`src/design/acs_pkg.sv`:
```
// Shared constants and types for the side B second converter trim and step block.
package acs_pkg;

	// Register addresses on the plain register port.
	localparam logic [7:0] ACS_OFFSET_TRIM_ADDR = 8'hce;
	localparam logic [7:0] ACS_GAIN_TRIM_ADDR = 8'hcf;
	localparam logic [7:0] ACS_STEP_ZERO_ADDR = 8'hd0;
	localparam logic [7:0] ACS_STEP_ONE_ADDR = 8'hd1;
	localparam logic [7:0] ACS_SEQ_CTRL_ADDR = 8'he0;
	localparam logic [7:0] ACS_SEQ_STATUS_ADDR = 8'he1;
	localparam logic [7:0] ACS_RESULT_ADDR = 8'he2;

	// Reset values.
	localparam logic [15:0] ACS_OFFSET_TRIM_RESET = 16'h0000;
	localparam logic [15:0] ACS_GAIN_TRIM_RESET = 16'h0000;
	localparam logic [15:0] ACS_STEP_ZERO_RESET = 16'h0000;
	localparam logic [15:0] ACS_STEP_ONE_RESET = 16'h0001;
	localparam logic [15:0] ACS_ZERO_WORD = 16'h0000;

	// Step descriptor fields.
	localparam int ACS_STEP_EN_BIT = 15;
	localparam int ACS_STEP_GAIN_MSB = 14;
	localparam int ACS_STEP_GAIN_LSB = 13;
	localparam int ACS_STEP_NEG_BIT = 4;
	localparam int ACS_STEP_POS_MSB = 3;
	localparam int ACS_STEP_POS_LSB = 0;
	localparam logic [15:0] ACS_STEP_WRITE_MASK = 16'he01f;

	// Gain field codes.
	localparam logic [1:0] ACS_GAIN_CODE_ONE = 2'h0;
	localparam logic [1:0] ACS_GAIN_CODE_TWO = 2'h1;

	// Positive input codes.
	localparam logic [3:0] ACS_POS_TEMP = 4'h8;
	localparam logic [3:0] ACS_POS_SHORT = 4'h9;
	localparam logic [3:0] ACS_POS_TEST_DAC = 4'ha;
	localparam logic [3:0] ACS_POS_AUTO_FIRST = 4'h8;

	// Control and status fields.
	localparam int ACS_CTRL_START_BIT = 0;
	localparam int ACS_CTRL_CONT_BIT = 1;
	localparam int ACS_STAT_BUSY_BIT = 0;
	localparam int ACS_STAT_STEP_BIT = 1;
	localparam int ACS_STAT_WAIT_BIT = 2;

	// Sequencer size and trim arithmetic.
	localparam int ACS_STEPS = 2;
	localparam logic [0:0] ACS_LAST_STEP = 1'h1;
	localparam logic [0:0] ACS_FIRST_STEP = 1'h0;
	localparam logic signed [17:0] ACS_UNITY = 18'sh10000;
	localparam logic signed [19:0] ACS_SAT_MAX = 20'sh07fff;
	localparam logic signed [19:0] ACS_SAT_MIN = -20'sh08000;
	localparam logic [15:0] ACS_SAT_MAX_WORD = 16'h7fff;
	localparam logic [15:0] ACS_SAT_MIN_WORD = 16'h8000;

	typedef enum logic [1:0] {ACS_GAIN_ONE, ACS_GAIN_TWO, ACS_GAIN_FOUR} acs_gain_type;
	typedef enum logic [1:0] {ACS_NEG_GROUND, ACS_NEG_EXT_SEVEN, ACS_NEG_AUTO} acs_neg_type;
	typedef enum logic [2:0] {ACS_SRC_EXTERNAL, ACS_SRC_TEMP, ACS_SRC_SHORT, ACS_SRC_TEST_DAC,
		ACS_SRC_SUPPLY} acs_source_type;
	typedef enum logic [1:0] {ACS_IDLE, ACS_SEEK, ACS_WAIT} acs_seq_state_type;

endpackage

```
`src/design/acs_step_decode.sv`:
```
// Decodes one sequence step descriptor into converter settings.
`timescale 1ns/100ps
module acs_step_decode
	import acs_pkg::*;
(
	// Stored descriptor.
	input wire logic [15:0] cfg,
	// Decoded settings.
	output logic enable,
	output acs_gain_type gain,
	output logic offset_double,
	output logic [3:0] pos_sel,
	output acs_neg_type neg_sel,
	output acs_source_type source
);

	logic [1:0] gain_code;

	always_comb begin
		gain_code = cfg[ACS_STEP_GAIN_MSB:ACS_STEP_GAIN_LSB];
		enable = cfg[ACS_STEP_EN_BIT];
		pos_sel = cfg[ACS_STEP_POS_MSB:ACS_STEP_POS_LSB];
		case (gain_code)
			ACS_GAIN_CODE_ONE: gain = ACS_GAIN_ONE;
			ACS_GAIN_CODE_TWO: gain = ACS_GAIN_TWO;
			default: gain = ACS_GAIN_FOUR;
		endcase
		// At gain four one offset code spans two raw converter codes.
		offset_double = (gain == ACS_GAIN_FOUR);
		if (pos_sel >= ACS_POS_AUTO_FIRST) begin
			neg_sel = ACS_NEG_AUTO;
			case (pos_sel)
				ACS_POS_TEMP: source = ACS_SRC_TEMP;
				ACS_POS_SHORT: source = ACS_SRC_SHORT;
				ACS_POS_TEST_DAC: source = ACS_SRC_TEST_DAC;
				default: source = ACS_SRC_SUPPLY;
			endcase
		end else begin
			source = ACS_SRC_EXTERNAL;
			neg_sel = cfg[ACS_STEP_NEG_BIT] ? ACS_NEG_EXT_SEVEN : ACS_NEG_GROUND;
		end
	end

endmodule

```
`src/design/acs_trim_seq.sv`:
```
// Trim registers, step descriptors and step sequencer of the side B second converter.
// How it works
// - Offset trim is a 16-bit two's-complement read/write register.
// - Offset code equals one raw code at gain one or two, two at gain four.
// - Result is multiplied by one plus gain trim over 65536.
// - A step takes part in the sequence only when its enable bit is one.
// - Gain field 00 gives one, 01 gives two, 10 and 11 give four.
// - Negative select zero picks analog ground, one picks external input seven.
// - Positive codes 0-7 external, 8 temperature, 9 short, 10 test DAC, above supplies.
// - Positive codes 8 and above select negative input automatically, ignoring negative bit.
// - Step bits 12:5 read zero and ignore writes.
// - Offset trim resets to zero.
// - Gain trim resets to zero, giving unity.
// - Step one resets to 0001h, step zero to zero.
// - Setting the start bit aborts any running sequence and restarts it.
`timescale 1ns/100ps
module acs_trim_seq
	import acs_pkg::*;
(
	// Clock and reset.
	input wire logic clk,
	input wire logic srst,
	// Register port.
	input wire logic [7:0] reg_addr,
	input wire logic [15:0] reg_wdata,
	input wire logic reg_wr,
	input wire logic reg_rd,
	output logic [15:0] reg_rdata,
	// Converter control.
	output logic conv_start,
	output logic conv_abort,
	output acs_gain_type conv_gain,
	output logic [3:0] conv_pos_sel,
	output acs_neg_type conv_neg_sel,
	output acs_source_type conv_source,
	input wire logic conv_done,
	input wire logic [15:0] conv_raw,
	// Corrected results.
	output logic [15:0] result_data,
	output logic result_step,
	output logic result_valid,
	output logic seq_busy
);

	// Applies offset and gain trim to one raw code and saturates to 16 bits.
	function automatic logic [15:0] trim_code(input logic [15:0] raw, input logic [15:0] off,
		input logic off_double, input logic [15:0] gtrim);
		logic signed [17:0] off_e;
		logic signed [17:0] diff;
		logic signed [17:0] fac;
		logic signed [35:0] prod;
		logic signed [19:0] scaled;
		logic [15:0] res;
		off_e = off_double ? {off[15], off, 1'b0} : {{2{off[15]}}, off};
		diff = $signed({{2{raw[15]}}, raw}) - off_e;
		fac = ACS_UNITY + $signed({{2{gtrim[15]}}, gtrim});
		prod = diff * fac;
		scaled = prod[35:16];
		if (scaled > ACS_SAT_MAX) begin
			res = ACS_SAT_MAX_WORD;
		end else if (scaled < ACS_SAT_MIN) begin
			res = ACS_SAT_MIN_WORD;
		end else begin
			res = scaled[15:0];
		end
		return res;
	endfunction

	// Register state.
	logic [15:0] offset_trim_q;
	logic [15:0] offset_trim_d;
	logic [15:0] gain_trim_q;
	logic [15:0] gain_trim_d;
	logic [15:0] step_cfg_q [ACS_STEPS];
	logic [15:0] step_cfg_d [ACS_STEPS];
	logic cont_q;
	logic cont_d;
	logic [15:0] rdata_q;
	logic [15:0] rdata_d;
	logic start_req;

	// Sequencer state.
	acs_seq_state_type state_q;
	acs_seq_state_type state_d;
	logic [0:0] idx_q;
	logic [0:0] idx_d;
	logic conv_start_q;
	logic conv_start_d;
	logic conv_abort_q;
	logic conv_abort_d;
	acs_gain_type gain_q;
	acs_gain_type gain_d;
	logic off_double_q;
	logic off_double_d;
	logic [3:0] pos_q;
	logic [3:0] pos_d;
	acs_neg_type neg_q;
	acs_neg_type neg_d;
	acs_source_type src_q;
	acs_source_type src_d;
	logic [15:0] result_q;
	logic [15:0] result_d;
	logic result_step_q;
	logic result_step_d;
	logic result_valid_q;
	logic result_valid_d;

	// Decoded step descriptors.
	logic step_en [ACS_STEPS];
	acs_gain_type step_gain [ACS_STEPS];
	logic step_off_double [ACS_STEPS];
	logic [3:0] step_pos [ACS_STEPS];
	acs_neg_type step_neg [ACS_STEPS];
	acs_source_type step_src [ACS_STEPS];

	genvar gi;
	generate
		for (gi = 0; gi < ACS_STEPS; gi++) begin : g_step
			acs_step_decode u_decode (
				.cfg(step_cfg_q[gi]),
				.enable(step_en[gi]),
				.gain(step_gain[gi]),
				.offset_double(step_off_double[gi]),
				.pos_sel(step_pos[gi]),
				.neg_sel(step_neg[gi]),
				.source(step_src[gi])
			);
		end
	endgenerate

	// Register writes and reads.
	always_comb begin
		offset_trim_d = offset_trim_q;
		gain_trim_d = gain_trim_q;
		step_cfg_d[0] = step_cfg_q[0];
		step_cfg_d[1] = step_cfg_q[1];
		cont_d = cont_q;
		start_req = 1'b0;
		rdata_d = ACS_ZERO_WORD;
		if (reg_wr) begin
			case (reg_addr)
				ACS_OFFSET_TRIM_ADDR: offset_trim_d = reg_wdata;
				ACS_GAIN_TRIM_ADDR: gain_trim_d = reg_wdata;
				ACS_STEP_ZERO_ADDR: step_cfg_d[0] = reg_wdata & ACS_STEP_WRITE_MASK;
				ACS_STEP_ONE_ADDR: step_cfg_d[1] = reg_wdata & ACS_STEP_WRITE_MASK;
				ACS_SEQ_CTRL_ADDR: begin
					cont_d = reg_wdata[ACS_CTRL_CONT_BIT];
					start_req = reg_wdata[ACS_CTRL_START_BIT];
				end
				default: begin
				end
			endcase
		end
		if (reg_rd) begin
			case (reg_addr)
				ACS_OFFSET_TRIM_ADDR: rdata_d = offset_trim_q;
				ACS_GAIN_TRIM_ADDR: rdata_d = gain_trim_q;
				ACS_STEP_ZERO_ADDR: rdata_d = step_cfg_q[0] & ACS_STEP_WRITE_MASK;
				ACS_STEP_ONE_ADDR: rdata_d = step_cfg_q[1] & ACS_STEP_WRITE_MASK;
				ACS_SEQ_CTRL_ADDR: rdata_d[ACS_CTRL_CONT_BIT] = cont_q;
				ACS_SEQ_STATUS_ADDR: begin
					rdata_d[ACS_STAT_BUSY_BIT] = (state_q != ACS_IDLE);
					rdata_d[ACS_STAT_STEP_BIT] = idx_q[0];
					rdata_d[ACS_STAT_WAIT_BIT] = (state_q == ACS_WAIT);
				end
				ACS_RESULT_ADDR: rdata_d = result_q;
				default: rdata_d = ACS_ZERO_WORD;
			endcase
		end
	end

	always_ff @(posedge clk) begin
		if (srst) begin
			offset_trim_q <= ACS_OFFSET_TRIM_RESET;
			gain_trim_q <= ACS_GAIN_TRIM_RESET;
			step_cfg_q[0] <= ACS_STEP_ZERO_RESET;
			step_cfg_q[1] <= ACS_STEP_ONE_RESET;
			cont_q <= 1'b0;
			rdata_q <= ACS_ZERO_WORD;
		end else begin
			offset_trim_q <= offset_trim_d;
			gain_trim_q <= gain_trim_d;
			step_cfg_q[0] <= step_cfg_d[0];
			step_cfg_q[1] <= step_cfg_d[1];
			cont_q <= cont_d;
			rdata_q <= rdata_d;
		end
	end

	// Step sequencer.
	always_comb begin
		state_d = state_q;
		idx_d = idx_q;
		conv_start_d = 1'b0;
		conv_abort_d = 1'b0;
		gain_d = gain_q;
		off_double_d = off_double_q;
		pos_d = pos_q;
		neg_d = neg_q;
		src_d = src_q;
		result_d = result_q;
		result_step_d = result_step_q;
		result_valid_d = 1'b0;
		if (start_req) begin
			// A conversion in flight is dropped and its completion never reported.
			state_d = ACS_SEEK;
			idx_d = ACS_FIRST_STEP;
			conv_abort_d = (state_q == ACS_WAIT);
		end else begin
			case (state_q)
				ACS_IDLE: begin
				end
				ACS_SEEK: begin
					if (step_en[idx_q]) begin
						conv_start_d = 1'b1;
						gain_d = step_gain[idx_q];
						off_double_d = step_off_double[idx_q];
						pos_d = step_pos[idx_q];
						neg_d = step_neg[idx_q];
						src_d = step_src[idx_q];
						state_d = ACS_WAIT;
					end else if (idx_q == ACS_LAST_STEP) begin
						idx_d = ACS_FIRST_STEP;
						state_d = cont_q ? ACS_SEEK : ACS_IDLE;
					end else begin
						idx_d = idx_q + 1'b1;
					end
				end
				ACS_WAIT: begin
					if (conv_done) begin
						result_d = trim_code(conv_raw, offset_trim_q, off_double_q, gain_trim_q);
						result_step_d = idx_q[0];
						result_valid_d = 1'b1;
						if (idx_q == ACS_LAST_STEP) begin
							idx_d = ACS_FIRST_STEP;
							state_d = cont_q ? ACS_SEEK : ACS_IDLE;
						end else begin
							idx_d = idx_q + 1'b1;
							state_d = ACS_SEEK;
						end
					end
				end
				default: begin
					state_d = ACS_IDLE;
					idx_d = ACS_FIRST_STEP;
				end
			endcase
		end
	end

	always_ff @(posedge clk) begin
		if (srst) begin
			state_q <= ACS_IDLE;
			idx_q <= ACS_FIRST_STEP;
			conv_start_q <= 1'b0;
			conv_abort_q <= 1'b0;
			gain_q <= ACS_GAIN_ONE;
			off_double_q <= 1'b0;
			pos_q <= 4'h0;
			neg_q <= ACS_NEG_GROUND;
			src_q <= ACS_SRC_EXTERNAL;
			result_q <= ACS_ZERO_WORD;
			result_step_q <= 1'b0;
			result_valid_q <= 1'b0;
		end else begin
			state_q <= state_d;
			idx_q <= idx_d;
			conv_start_q <= conv_start_d;
			conv_abort_q <= conv_abort_d;
			gain_q <= gain_d;
			off_double_q <= off_double_d;
			pos_q <= pos_d;
			neg_q <= neg_d;
			src_q <= src_d;
			result_q <= result_d;
			result_step_q <= result_step_d;
			result_valid_q <= result_valid_d;
		end
	end

	assign reg_rdata = rdata_q;
	assign conv_start = conv_start_q;
	assign conv_abort = conv_abort_q;
	assign conv_gain = gain_q;
	assign conv_pos_sel = pos_q;
	assign conv_neg_sel = neg_q;
	assign conv_source = src_q;
	assign result_data = result_q;
	assign result_step = result_step_q;
	assign result_valid = result_valid_q;
	assign seq_busy = (state_q != ACS_IDLE);

endmodule

```
`config.mk`:
```
export PLATFORM = sky130hd
export DESIGN_NAME = acs_trim_seq
export DESIGN_NICKNAME = d
export VERILOG_FILES = /design/src/design/acs_pkg.sv /design/src/design/acs_step_decode.sv /design/src/design/acs_trim_seq.sv
export SDC_FILE = /design/constraint.sdc
export NUM_CORES = 1
export LEC_CHECK = 0
export ABC_AREA = 0
export ABC_CLOCK_PERIOD_IN_PS = 29200
export BUFFER_PORTS_ARGS = -buffer_cell sky130_fd_sc_hd__buf_4
export CAP_MARGIN = 10
export CORE_ASPECT_RATIO = 0.8
export CORE_MARGIN = 4
export CORE_UTILIZATION = 27
export DETAILED_ROUTE_END_ITERATION = 16
export GPL_TIMING_DRIVEN = 0
export PLACE_DENSITY_LB_ADDON = 0.25
export SYNTH_ARGS = -nofsm -noshare
export SYNTH_HDL_FRONTEND = slang
export SYNTH_SLANG_ARGS = --single-unit
```
`constraint.sdc`:
```
create_clock -name clk -period 29.2 [get_ports clk]
set_input_delay 5.84 -clock clk [delete_from_list [all_inputs] [get_ports clk]]
set_output_delay 5.84 -clock clk [all_outputs]
set_load 0.1 [all_outputs]
```
==> results of run 1 <==
worst register-to-register path: cells and delay by family, from the launching register on:
family                   cells  cell delay (ps)
AND/OR/NAND/NOR              6             1330
XOR/XNOR                     1              800
buffers and inverters        7             1240
adder cells (fa/ha/maj)      9             3690
flip-flops                   1              310
AO/OA/AOI/OAI               16             3500
per-stage QoR:
step           cell area [um^2]  total power [mW]
5_1_grt                   18410            0.3681
4_1_cts                   18410            0.3540
6_report                  18410            0.3527
2_1_floorplan             16450            0.1959
3_5_place_dp              18110            0.2333
3_3_place_gp              18110            0.2328
Yosys cell counts, types with 5 or more instances:
cell type and instances:
a21oi_1 102, nor2b_1 18, and3_1 11, xnor2_1 34, mux2i_1 31, a22oi_1 14
xor2_1 13, a21oi_2 10, nor2_1 44, o21a_1 7, o21ai_0 28, a21o_1 8
and2_1 141, nand2_1 254, clkbuf_1 97, nand3_1 24, nor3_1 14, nand2b_1 11
fa_1 288, mux2_2 34, a211oi_1 7, a31oi_1 8, ha_1 128, buf_2 5
dfxtp_1 100, inv_1 382
kinds of logic after synthesis:
| kind of cell | share of synthesized area (%) |
|---|---|
| fa+ha+maj | 44.96 |
| mux | 4.213 |
| buf+inv | 11.32 |
| flops | 12.17 |
| xor+xnor | 2.502 |
| other cells | 0.04565 |
| simple gates | 16.00 |
| compound gates | 8.792 |
flip-flops by register name, summed over array words and instances, names as in the netlist, 2 cells and up:
| name | cells |
|---|---|
| state_q | 2 |
| conv_pos_sel | 4 |
| conv_neg_sel | 2 |
| conv_gain | 2 |
| gain_trim_q | 16 |
| conv_source | 3 |
| step_cfg_q | 16 |
| result_data | 16 |
| reg_rdata | 16 |
| offset_trim_q | 16 |
where the power goes:
group	switching, mW	leakage (nW)	internal [mW]
logic	0.0633	7.60	0.0309
clock network	0.0616	0.140	0.0605
registers	0.0000902	0.805	0.136
total	0.125	8.55	0.228
per-layer routing:
layer | global-route usage [%] | routed length [um] | part of all wire (%)
met5 | 0 | 0 | 0
met4 | 2.225 | 632 | 1.2
met2 | 24.30 | 22120 | 42
met1 | 24.59 | 25660 | 49
met3 | 3.689 | 4236 | 8.0
cell type report:
type	instances	area share [%]
Clock buffer	9	1.223
Tap cell	779	5.294
Timing Repair Buffer	92	3.738
Multi-Input combinational cell	1296	68.37
Clock inverter	7	0.3738
Inverter	382	7.788
Sequential cell	100	10.87
Antenna cell	1	0.01359
Buffer	106	2.324
final timing paths:
check	start	to	slack, ps	depth (start not counted)
worst max-delay path	conv_raw[0]	result_data[7]	13400	38
worst min-delay path	step_cfg_q[0][4]	step_cfg_q[0][4]	460	2
worst max register to register	off_double_q	result_data[7]	18210	39
worst min register to register	step_cfg_q[0][4]	step_cfg_q[0][4]	460	2
==> impl_metrics.csv, run 1 <==
group,metric,value,unit
outcome,run_status,"finished clean",
global_route,grt_pass1_wl,82.32,mm
sta,rsz0062_at_grt,"false",
route,drt_first_pass_iters,5,
sta,fin_crit,15800,ps
sta,slew_headroom,12.28,%
route,first_iter_violations,894,
clocking,ctsResizeCount,0,
power,power_density,19.16,nW/um^2
flow_run,maxCapViolCount,0,
sta,skew,11.66,ps
clocking,clkSinkCount,100,
sta,finalCritPeriodShare,54.11,%
final_layout,multiInputGateArea,12590,um^2
setup_path,crit_family,"adder cells",
logic_synthesis,yosysTopAreaCell,"fa_1",
final_layout,final_core_utilization,30.71,%
final_layout,layout-drive-gt1-share,8.936,%
clocking,cts.path.max_buffers,2,
logic_synthesis,synth-seq-cells,100,
sta,drv_slew,0,
sta,setup_ws,13400,ps
logic_synthesis,ys_warn_count,0,
clocking,cts_tree,"built",
clocking,post_cts_buffers,0,
setup_path,crit_fanout,10,
setup_path,path_buf_inv,9,
logic_synthesis,async_flop_share,0,%
logic_synthesis,syn_nets,2345,
sta,fmax,63.29,MHz
final_layout,fill_cells,6362,
logic_synthesis,yosysUniqueCellTypes,67,
logic_synthesis,ys_top_cells_by_area,"fa_1 35%, dfxtp_1 12%, ha_1 9.7%, inv_1 8.7%, nand2_1 5.8%",
global_route,grt_max_degree,20,
setup_path,crit_top_cell,"fa_1",
clocking,cts_made_buffers,9,
route,vias_per_cell,4.631,
route,vias,12840,
sta,whs,463.6,ps
global_route,grt_antenna_before_repair,7,
setup_path,slowest_delay,740,ps
sta,worst_slew_pin_slew,1306,ps
final_layout,nets,2448,
placed_design,dp_hpwl,44.25,mm
clocking,htreeDepth,3,
sta,tns,0,ps
placed_design,portBuffers,91,
placed_design,post-place-ws,13130,ps
route,wl_per_cell,18.99,um
final_layout,layout.cells.non_filler,2772,
clocking,root_buffer,"clkbuf_16",
setup_path,crit_arrival,16040,ps
logic_synthesis,synthCells,1884,
final_layout,final_common_cell,"inv_1",
logic_synthesis,synth_edf_count,0,
clocking,clk_latency,360,ps
global_route,grt_usage,16.30,%
setup_path,cp_slowest_cell,"xor2_1",
logic_synthesis,avgSynthCellArea,8.732,um^2
power,worst_ir_drop_vdd,0.02909,mV
route,wirelength,52.65,mm
floorplanning,fp.dieW,284.0,um
floorplanning,start_util,27.44,%
logic_synthesis,ys.flop_type,"dfxtp_1",
final_layout,area_growth,11.91,%
placed_design,placed_cells,2755,
min_path,hp-class,"flip-flop to flip-flop",
global_route,grt_pass1_vias,13580,
setup_path,path_class,"primary input to flip-flop",
sta,setup_viol_count_final,0,
global_route,grt.overflow.total,0,
logic_synthesis,synth.top_cell.area_share,35.04,%
setup_path,cp-start-kind,"primary input",
final_layout,mostFrequentLayoutCells,"382 x inv_1, 288 x fa_1, 254 x nand2_1, 141 x and2_1, 128 x ha_1",
floorplanning,die_h,228.8,um
route,drc,0,
placed_design,gp_congestion,0.8939,
setup_path,cp.required,29440,ps
logic_synthesis,yosysSeqAreaShare,12.17,%
floorplanning,ios,93,
floorplanning,die_area,64970,um^2
power,power_leakage,8.545,nW
floorplanning,core_area,59960,um^2
route,antenna_left,0,
floorplanning,std_cell_rows,80,
clocking,ctsHoldBuffers,0,
sta,hold_viol,0,
logic_synthesis,syn_area,16450,um^2
final_layout,regArea,2002,um^2
clocking,clk_pin_slew,80,ps
setup_path,worstSetupEndpointType,"flip-flop",
Note: power is estimated with default switching activity, not from simulation.
==> run 2: changes to the inputs <==
ABC_AREA = 1   (was 0)
ABC_CLOCK_PERIOD_IN_PS = 14200   (was 29200)
clock period = 14.2 ns   (was 29.2 ns; I/O delays follow)
==> run 2 against run 1 <==
Against the previous run:
- design area is 4.6% higher
- worst hold slack better by 11 ps
- sequential power is 110% higher
- critical path depth is 2 lower
- register-to-register slack worse by 14000 ps
- area after synthesis is 4.6% higher
- final cell count is 17% higher
- via count is 18% higher
- die area is 4.4% higher
- combinational power grew to 2.6 times the previous value
- critical endpoint is now result_data[0]
- largest cell class unchanged
==> impl_metrics.csv, run 2 <==
group,metric,value,unit
clocking,clk_latency,360,ps
placed_design,dp_hpwl,52.39,mm
sta,tns,0,ps
setup_path,cp.required,14440,ps
clocking,post_cts_buffers,0,
sta,hold_viol,0,
flow_run,maxCapViolCount,0,
final_layout,layout-drive-gt1-share,9.110,%
logic_synthesis,synthCells,2307,
setup_path,crit_arrival,11410,ps
setup_path,cp-start-kind,"primary input",
route,vias,15210,
logic_synthesis,ys_warn_count,0,
clocking,cts_tree,"built",
placed_design,placed_cells,3239,
floorplanning,ios,93,
route,top_layer,"met5",
logic_synthesis,synth-seq-cells,100,
clocking,clk_pin_slew,80,ps
sta,rsz0062_at_grt,"false",
setup_path,worstReg2RegStart,"off_double_q",
placed_design,portBuffers,92,
power,worst_ir_drop_vdd,0.06290,mV
setup_path,crit_family,"adder cells",
route,drt_first_pass_iters,6,
route,first_iter_violations,1438,
clocking,cts_made_buffers,9,
setup_path,path_class,"primary input to flip-flop",
sta,setup_ws,3030,ps
sta,slew_headroom,33.47,%
final_layout,nets,2871,
setup_path,cp.depth,36,
sta,fin_crit,11170,ps
route,wl_met2,25.75,mm
setup_path,worstSetupEndpointType,"flip-flop",
global_route,grt_pass1_vias,15340,
power,power_leakage,9.545,nW
route,drt-met1-wl,28.89,mm
sta,worst_slew_pin_slew,998.0,ps
route,wl_met3,5.498,mm
final_layout,final_core_utilization,30.63,%
logic_synthesis,yosysMostFrequentCell,"inv_1",
final_layout,layout.cells.non_filler,3256,
logic_synthesis,yosysTopAreaCell,"fa_1",
setup_path,crit_start,"conv_raw[12]",
setup_path,regToRegSetupSlack,4670,ps
logic_synthesis,synth_common_cells,"539 x inv_1, 445 x nand2_1, 288 x fa_1, 215 x nor2_1, 128 x ha_1",
sta,finalCritPeriodShare,78.66,%
logic_synthesis,synth.top_cell.area_share,33.51,%
clocking,cts.path.max_buffers,2,
global_route,grt_max_degree,17,
route,wirelength,61.11,mm
sta,drv_slew,0,
setup_path,path_buf_inv,9,
global_route,grt_pass1_wl,93.57,mm
route,vias_per_cell,4.670,
route,wl_per_cell,18.77,um
setup_path,slowest_delay,790,ps
sta,skew,11.78,ps
outcome,run_status,"finished clean",
clocking,ctsResizeCount,0,
clocking,clkSinkCount,100,
sta,setup_viol_count_final,0,
global_route,grt_antenna_before_repair,2,
floorplanning,start_util,27.35,%
final_layout,final_common_cell,"inv_1",
min_path,hp-class,"flip-flop to flip-flop",
setup_path,crit_fanout,10,
setup_path,cp_slowest_cell,"fa_1",
logic_synthesis,yosysSeqAreaShare,11.64,%
logic_synthesis,syn_area,17200,um^2
setup_path,worstRegToRegCells,37,
floorplanning,std_cell_rows,82,
logic_synthesis,syn_nets,2768,
logic_synthesis,avgSynthCellArea,7.457,um^2
placed_design,gp_congestion,0.9840,
logic_synthesis,async_flop_share,0,%
logic_synthesis,synth_edf_count,0,
clocking,ctsHoldBuffers,0,
power,power_density,41.33,nW/um^2
clocking,root_buffer,"clkbuf_16",
floorplanning,fp.dieW,290.2,um
route,antenna_left,0,
global_route,grt_usage,18.01,%
global_route,grt.overflow.total,0,
final_layout,mostFrequentLayoutCells,"539 x inv_1, 445 x nand2_1, 288 x fa_1, 215 x nor2_1, 128 x ha_1",
logic_synthesis,ys.flop_type,"dfxtp_1",
logic_synthesis,yosysUniqueCellTypes,49,
floorplanning,core_area,62890,um^2
placed_design,post-place-ws,2752,ps
setup_path,endpoint,"result_data[0]",
logic_synthesis,ys_top_cells_by_area,"fa_1 34%, inv_1 12%, dfxtp_1 12%, nand2_1 9.7%, ha_1 9.3%",
sta,fmax,89.53,MHz
route,drc,0,
final_layout,area_growth,11.97,%
clocking,htreeDepth,3,
floorplanning,die_h,233.8,um
floorplanning,die_area,67850,um^2
setup_path,r2r-end,"result_data[0]",
[run 2: worst min path at each step]
stage | startpoint | endpoint | slack, ps | cells past startpoint
3_5_place_dp | step_cfg_q[0][14] | step_cfg_q[0][14] | 460 | 2
5_1_grt | step_cfg_q[0][14] | step_cfg_q[0][14] | 500 | 2
2_1_floorplan | step_cfg_q[0][20] | step_cfg_q[0][20] | 440 | 2
3_3_place_gp | conv_neg_sel[1] | conv_neg_sel[1] | 460 | 2
4_1_cts | step_cfg_q[0][14] | step_cfg_q[0][14] | 470 | 2
6_report | step_cfg_q[0][14] | step_cfg_q[0][14] | 470 | 2
[run 2: report_power, final]
group          switching (mW)  leakage, nW  internal (mW)
registers            0.000316        0.805          0.281
clock network           0.112        0.153          0.155
logic                   0.172         8.59         0.0764
total                   0.285         9.54          0.512
[run 2: worst min-delay path, delay by kind of cell (launching register included)]
| family | cells | cell delay, ps |
|---|---|---|
| buffers and inverters | 1 | 60 |
| flip-flops | 1 | 310 |
| AO/OA/AOI/OAI | 1 | 50 |
[run 2: stage by stage]
stage | power, mW | cell area (um^2) | hold WS [ps]
6_report | 0.7962 | 19260 | 474.1
5_1_grt | 0.8405 | 19260 | 504.0
4_1_cts | 0.8005 | 19260 | 471.5
3_5_place_dp | 0.5336 | 18950 | 460.4
3_3_place_gp | 0.5336 | 18950 | 459.9
2_1_floorplan | 0.4443 | 17200 | 439.5
[run 2: area by class of cell]
type | count | area [um^2]
Inverter | 559 | 2098
Clock buffer | 10 | 229.0
Multi-Input combinational cell | 1569 | 12770
Sequential cell | 100 | 2002
Tap cell | 840 | 1051
Timing Repair Buffer | 92 | 690.7
Clock inverter | 6 | 86.33
Buffer | 79 | 331.6
Antenna cell | 1 | 2.502
Fill cell | 6899 | 43630
[run 2: per-layer routing]
layer,vias to the layer above,GRT usage (%)
met5,-,0
met4,2,2.750
met3,56,4.214
met2,554,27.07
met1,7498,26.76
li1,7097,-
[run 2: cell families (layout without fill, tap and decap cells)]
kind of cell | Yosys count | in the layout | synth area share (%)
AO/OA/AOI/OAI | 301 | 301 | 9.673
AND/OR/NAND/NOR | 819 | 819 | 19.97
other | 2 | 3 | 0.04365
XOR/XNOR | 31 | 31 | 1.731
adder cells (fa/ha/maj) | 416 | 416 | 42.82
flip-flops | 100 | 100 | 11.64
buffers and inverters | 638 | 746 | 14.12
==> run 3: changes to the inputs <==
ABC_CLOCK_PERIOD_IN_PS = 10900   (was 14200)
clock period = 10.9 ns   (was 14.2 ns; I/O delays follow)
==> run 3 against run 2 <==
Against the previous run:
- worst setup slack worse by 2500 ps
- non-clock buffer count stayed put
- routed wire length hardly changed
- combinational power is 30% higher
- largest power group unchanged
- highest routed layer unchanged
==> impl_metrics.csv, run 3 (synthesized netlist as in run 2, its figures left out) <==
group,metric,value,unit
setup_path,worstRegToRegCells,37,
outcome,run_status,"finished clean",
route,first_iter_violations,1455,
final_layout,mostFrequentLayoutCells,"539 x inv_1, 445 x nand2_1, 288 x fa_1, 214 x nor2_1, 128 x ha_1",
global_route,grt.overflow.total,0,
final_layout,final_area,19260,um^2
setup_path,cp.required,11140,ps
floorplanning,std_cell_rows,82,
setup_path,endpoint,"result_data[0]",
route,vias,15160,
final_layout,nets,2871,
setup_path,cp_slowest_cell,"xor2_1",
setup_path,crit_start,"conv_raw[0]",
setup_path,crit_fanout,10,
clocking,clk_latency,360,ps
placed_design,dpl_cell_area,18950,um^2
floorplanning,fp.dieW,290.2,um
clocking,cts.path.max_buffers,2,
route,antenna_left,0,
setup_path,slowest_delay,770,ps
floorplanning,die_area,67850,um^2
final_layout,diodes,0,
global_route,grt_antenna_before_repair,2,
sta,fin_crit,10380,ps
sta,setup_viol_count_final,0,
sta,slew_headroom,33.74,%
setup_path,cp-start-kind,"primary input",
clocking,post_cts_buffers,0,
setup_path,worstSetupEndpointType,"flip-flop",
global_route,grt_max_degree,17,
placed_design,portBuffers,92,
setup_path,worstReg2RegStart,"off_double_q",
setup_path,path_class,"primary input to flip-flop",
placed_design,gp_congestion,0.9840,
route,vias_per_cell,4.658,
sta,rsz0062_at_grt,"false",
sta,drv_slew,0,
sta,hold_viol,0,
final_layout,area_growth,11.98,%
placed_design,dp_hpwl,52.39,mm
clocking,clk_pin_slew,80,ps
global_route,grt_pass1_vias,15340,
min_path,hp-class,"flip-flop to flip-flop",
sta,fmax,96.32,MHz
route,drc,0,
power,power_leakage,9.548,nW
setup_path,crit_top_cell,"nand2_1",
power,power_density,53.88,nW/um^2
global_route,grt_pass1_wl,93.57,mm
sta,worst_slew_pin_slew,990.6,ps
clocking,cts_tree,"built",
sta,tns,0,ps
route,drt_first_pass_iters,6,
setup_path,r2r-end,"result_data[0]",
sta,finalCritPeriodShare,95.25,%
flow_run,maxCapViolCount,0,
floorplanning,ios,93,
power,worst_ir_drop_vdd,0.08194,mV
route,wirelength,61.08,mm
setup_path,crit_arrival,10630,ps
sta,skew,11.80,ps
clocking,htreeDepth,3,
clocking,root_buffer,"clkbuf_16",
final_layout,fill_cells,6899,
final_layout,layout-drive-gt1-share,9.193,%
route,wl_per_cell,18.77,um
clocking,clkSinkCount,100,
global_route,grt_usage,18.01,%
floorplanning,core_area,62890,um^2
floorplanning,start_util,27.35,%
final_layout,final_common_cell,"inv_1",
setup_path,regToRegSetupSlack,1640,ps
clocking,cts_made_buffers,9,
floorplanning,die_h,233.8,um
final_layout,final_core_utilization,30.63,%
run 3: power breakdown:
group	switching (mW)	internal [mW]
Clock	0.147	0.201
Sequential	0.000413	0.365
Combinational	0.224	0.0996
run 3: per-stage QoR:
step | worst slack [ps] | total power, mW | std cells | hold slack, ps
global route | 66.55 | 1.095 | 3255 | 504.0
finish | 518.2 | 1.038 | 3255 | 474.3
CTS | 446.0 | 1.043 | 3255 | 471.5
floorplan | 1741 | 0.5788 | 2307 | 439.5
global placement | 138.5 | 0.6952 | 3239 | 459.9
detailed placement | 111.7 | 0.6951 | 3239 | 460.4
run 3: worst max-delay path, delay by kind of cell:
family          cells  cell delay [ps]
fa+ha+maj           9             4140
simple gates       16             1650
buf+inv            10             1250
xor+xnor            1              770
compound gates      3              620
run 3: cell type report:
cell class | instances | area (um^2) | share of cell area [%]
inverter | 559 | 2098 | 10.89
sequential | 100 | 2002 | 10.39
clock inverter | 6 | 86.33 | 0.4481
clock buffer | 10 | 229.0 | 1.189
buffer | 79 | 332.8 | 1.728
multi-input combinational | 1569 | 12770 | 66.31
timing repair buffer | 92 | 690.7 | 3.585
tap | 840 | 1051 | 5.456
run 3: routing by layer:
metal  track usage [%]  part of all wire (%)  up-vias
met3             4.214                   8.4       52
met2             27.07                    42      508
met4             2.750                   1.5        2
met1             26.76                    48     7501
met5                 0                 0.021        -
li1                  -                     -     7100
run 3: repair_timing:
action | in CTS | in global routing
endpoints found under the setup margin | 0 | 15
gates resized for setup | 0 | 3
hold buffers | 0 | 0
run 3: how the worst min path moves through the flow:
stage / startpoint / end / slack [ps] / depth (start not counted)
2_1_floorplan: step_cfg_q[0][20] / step_cfg_q[0][20] / 440 / 2
3_3_place_gp: conv_neg_sel[1] / conv_neg_sel[1] / 460 / 2
3_5_place_dp: step_cfg_q[0][14] / step_cfg_q[0][14] / 460 / 2
4_1_cts: step_cfg_q[0][14] / step_cfg_q[0][14] / 470 / 2
5_1_grt: step_cfg_q[0][14] / step_cfg_q[0][14] / 500 / 2
6_report: step_cfg_q[0][14] / step_cfg_q[0][14] / 470 / 2
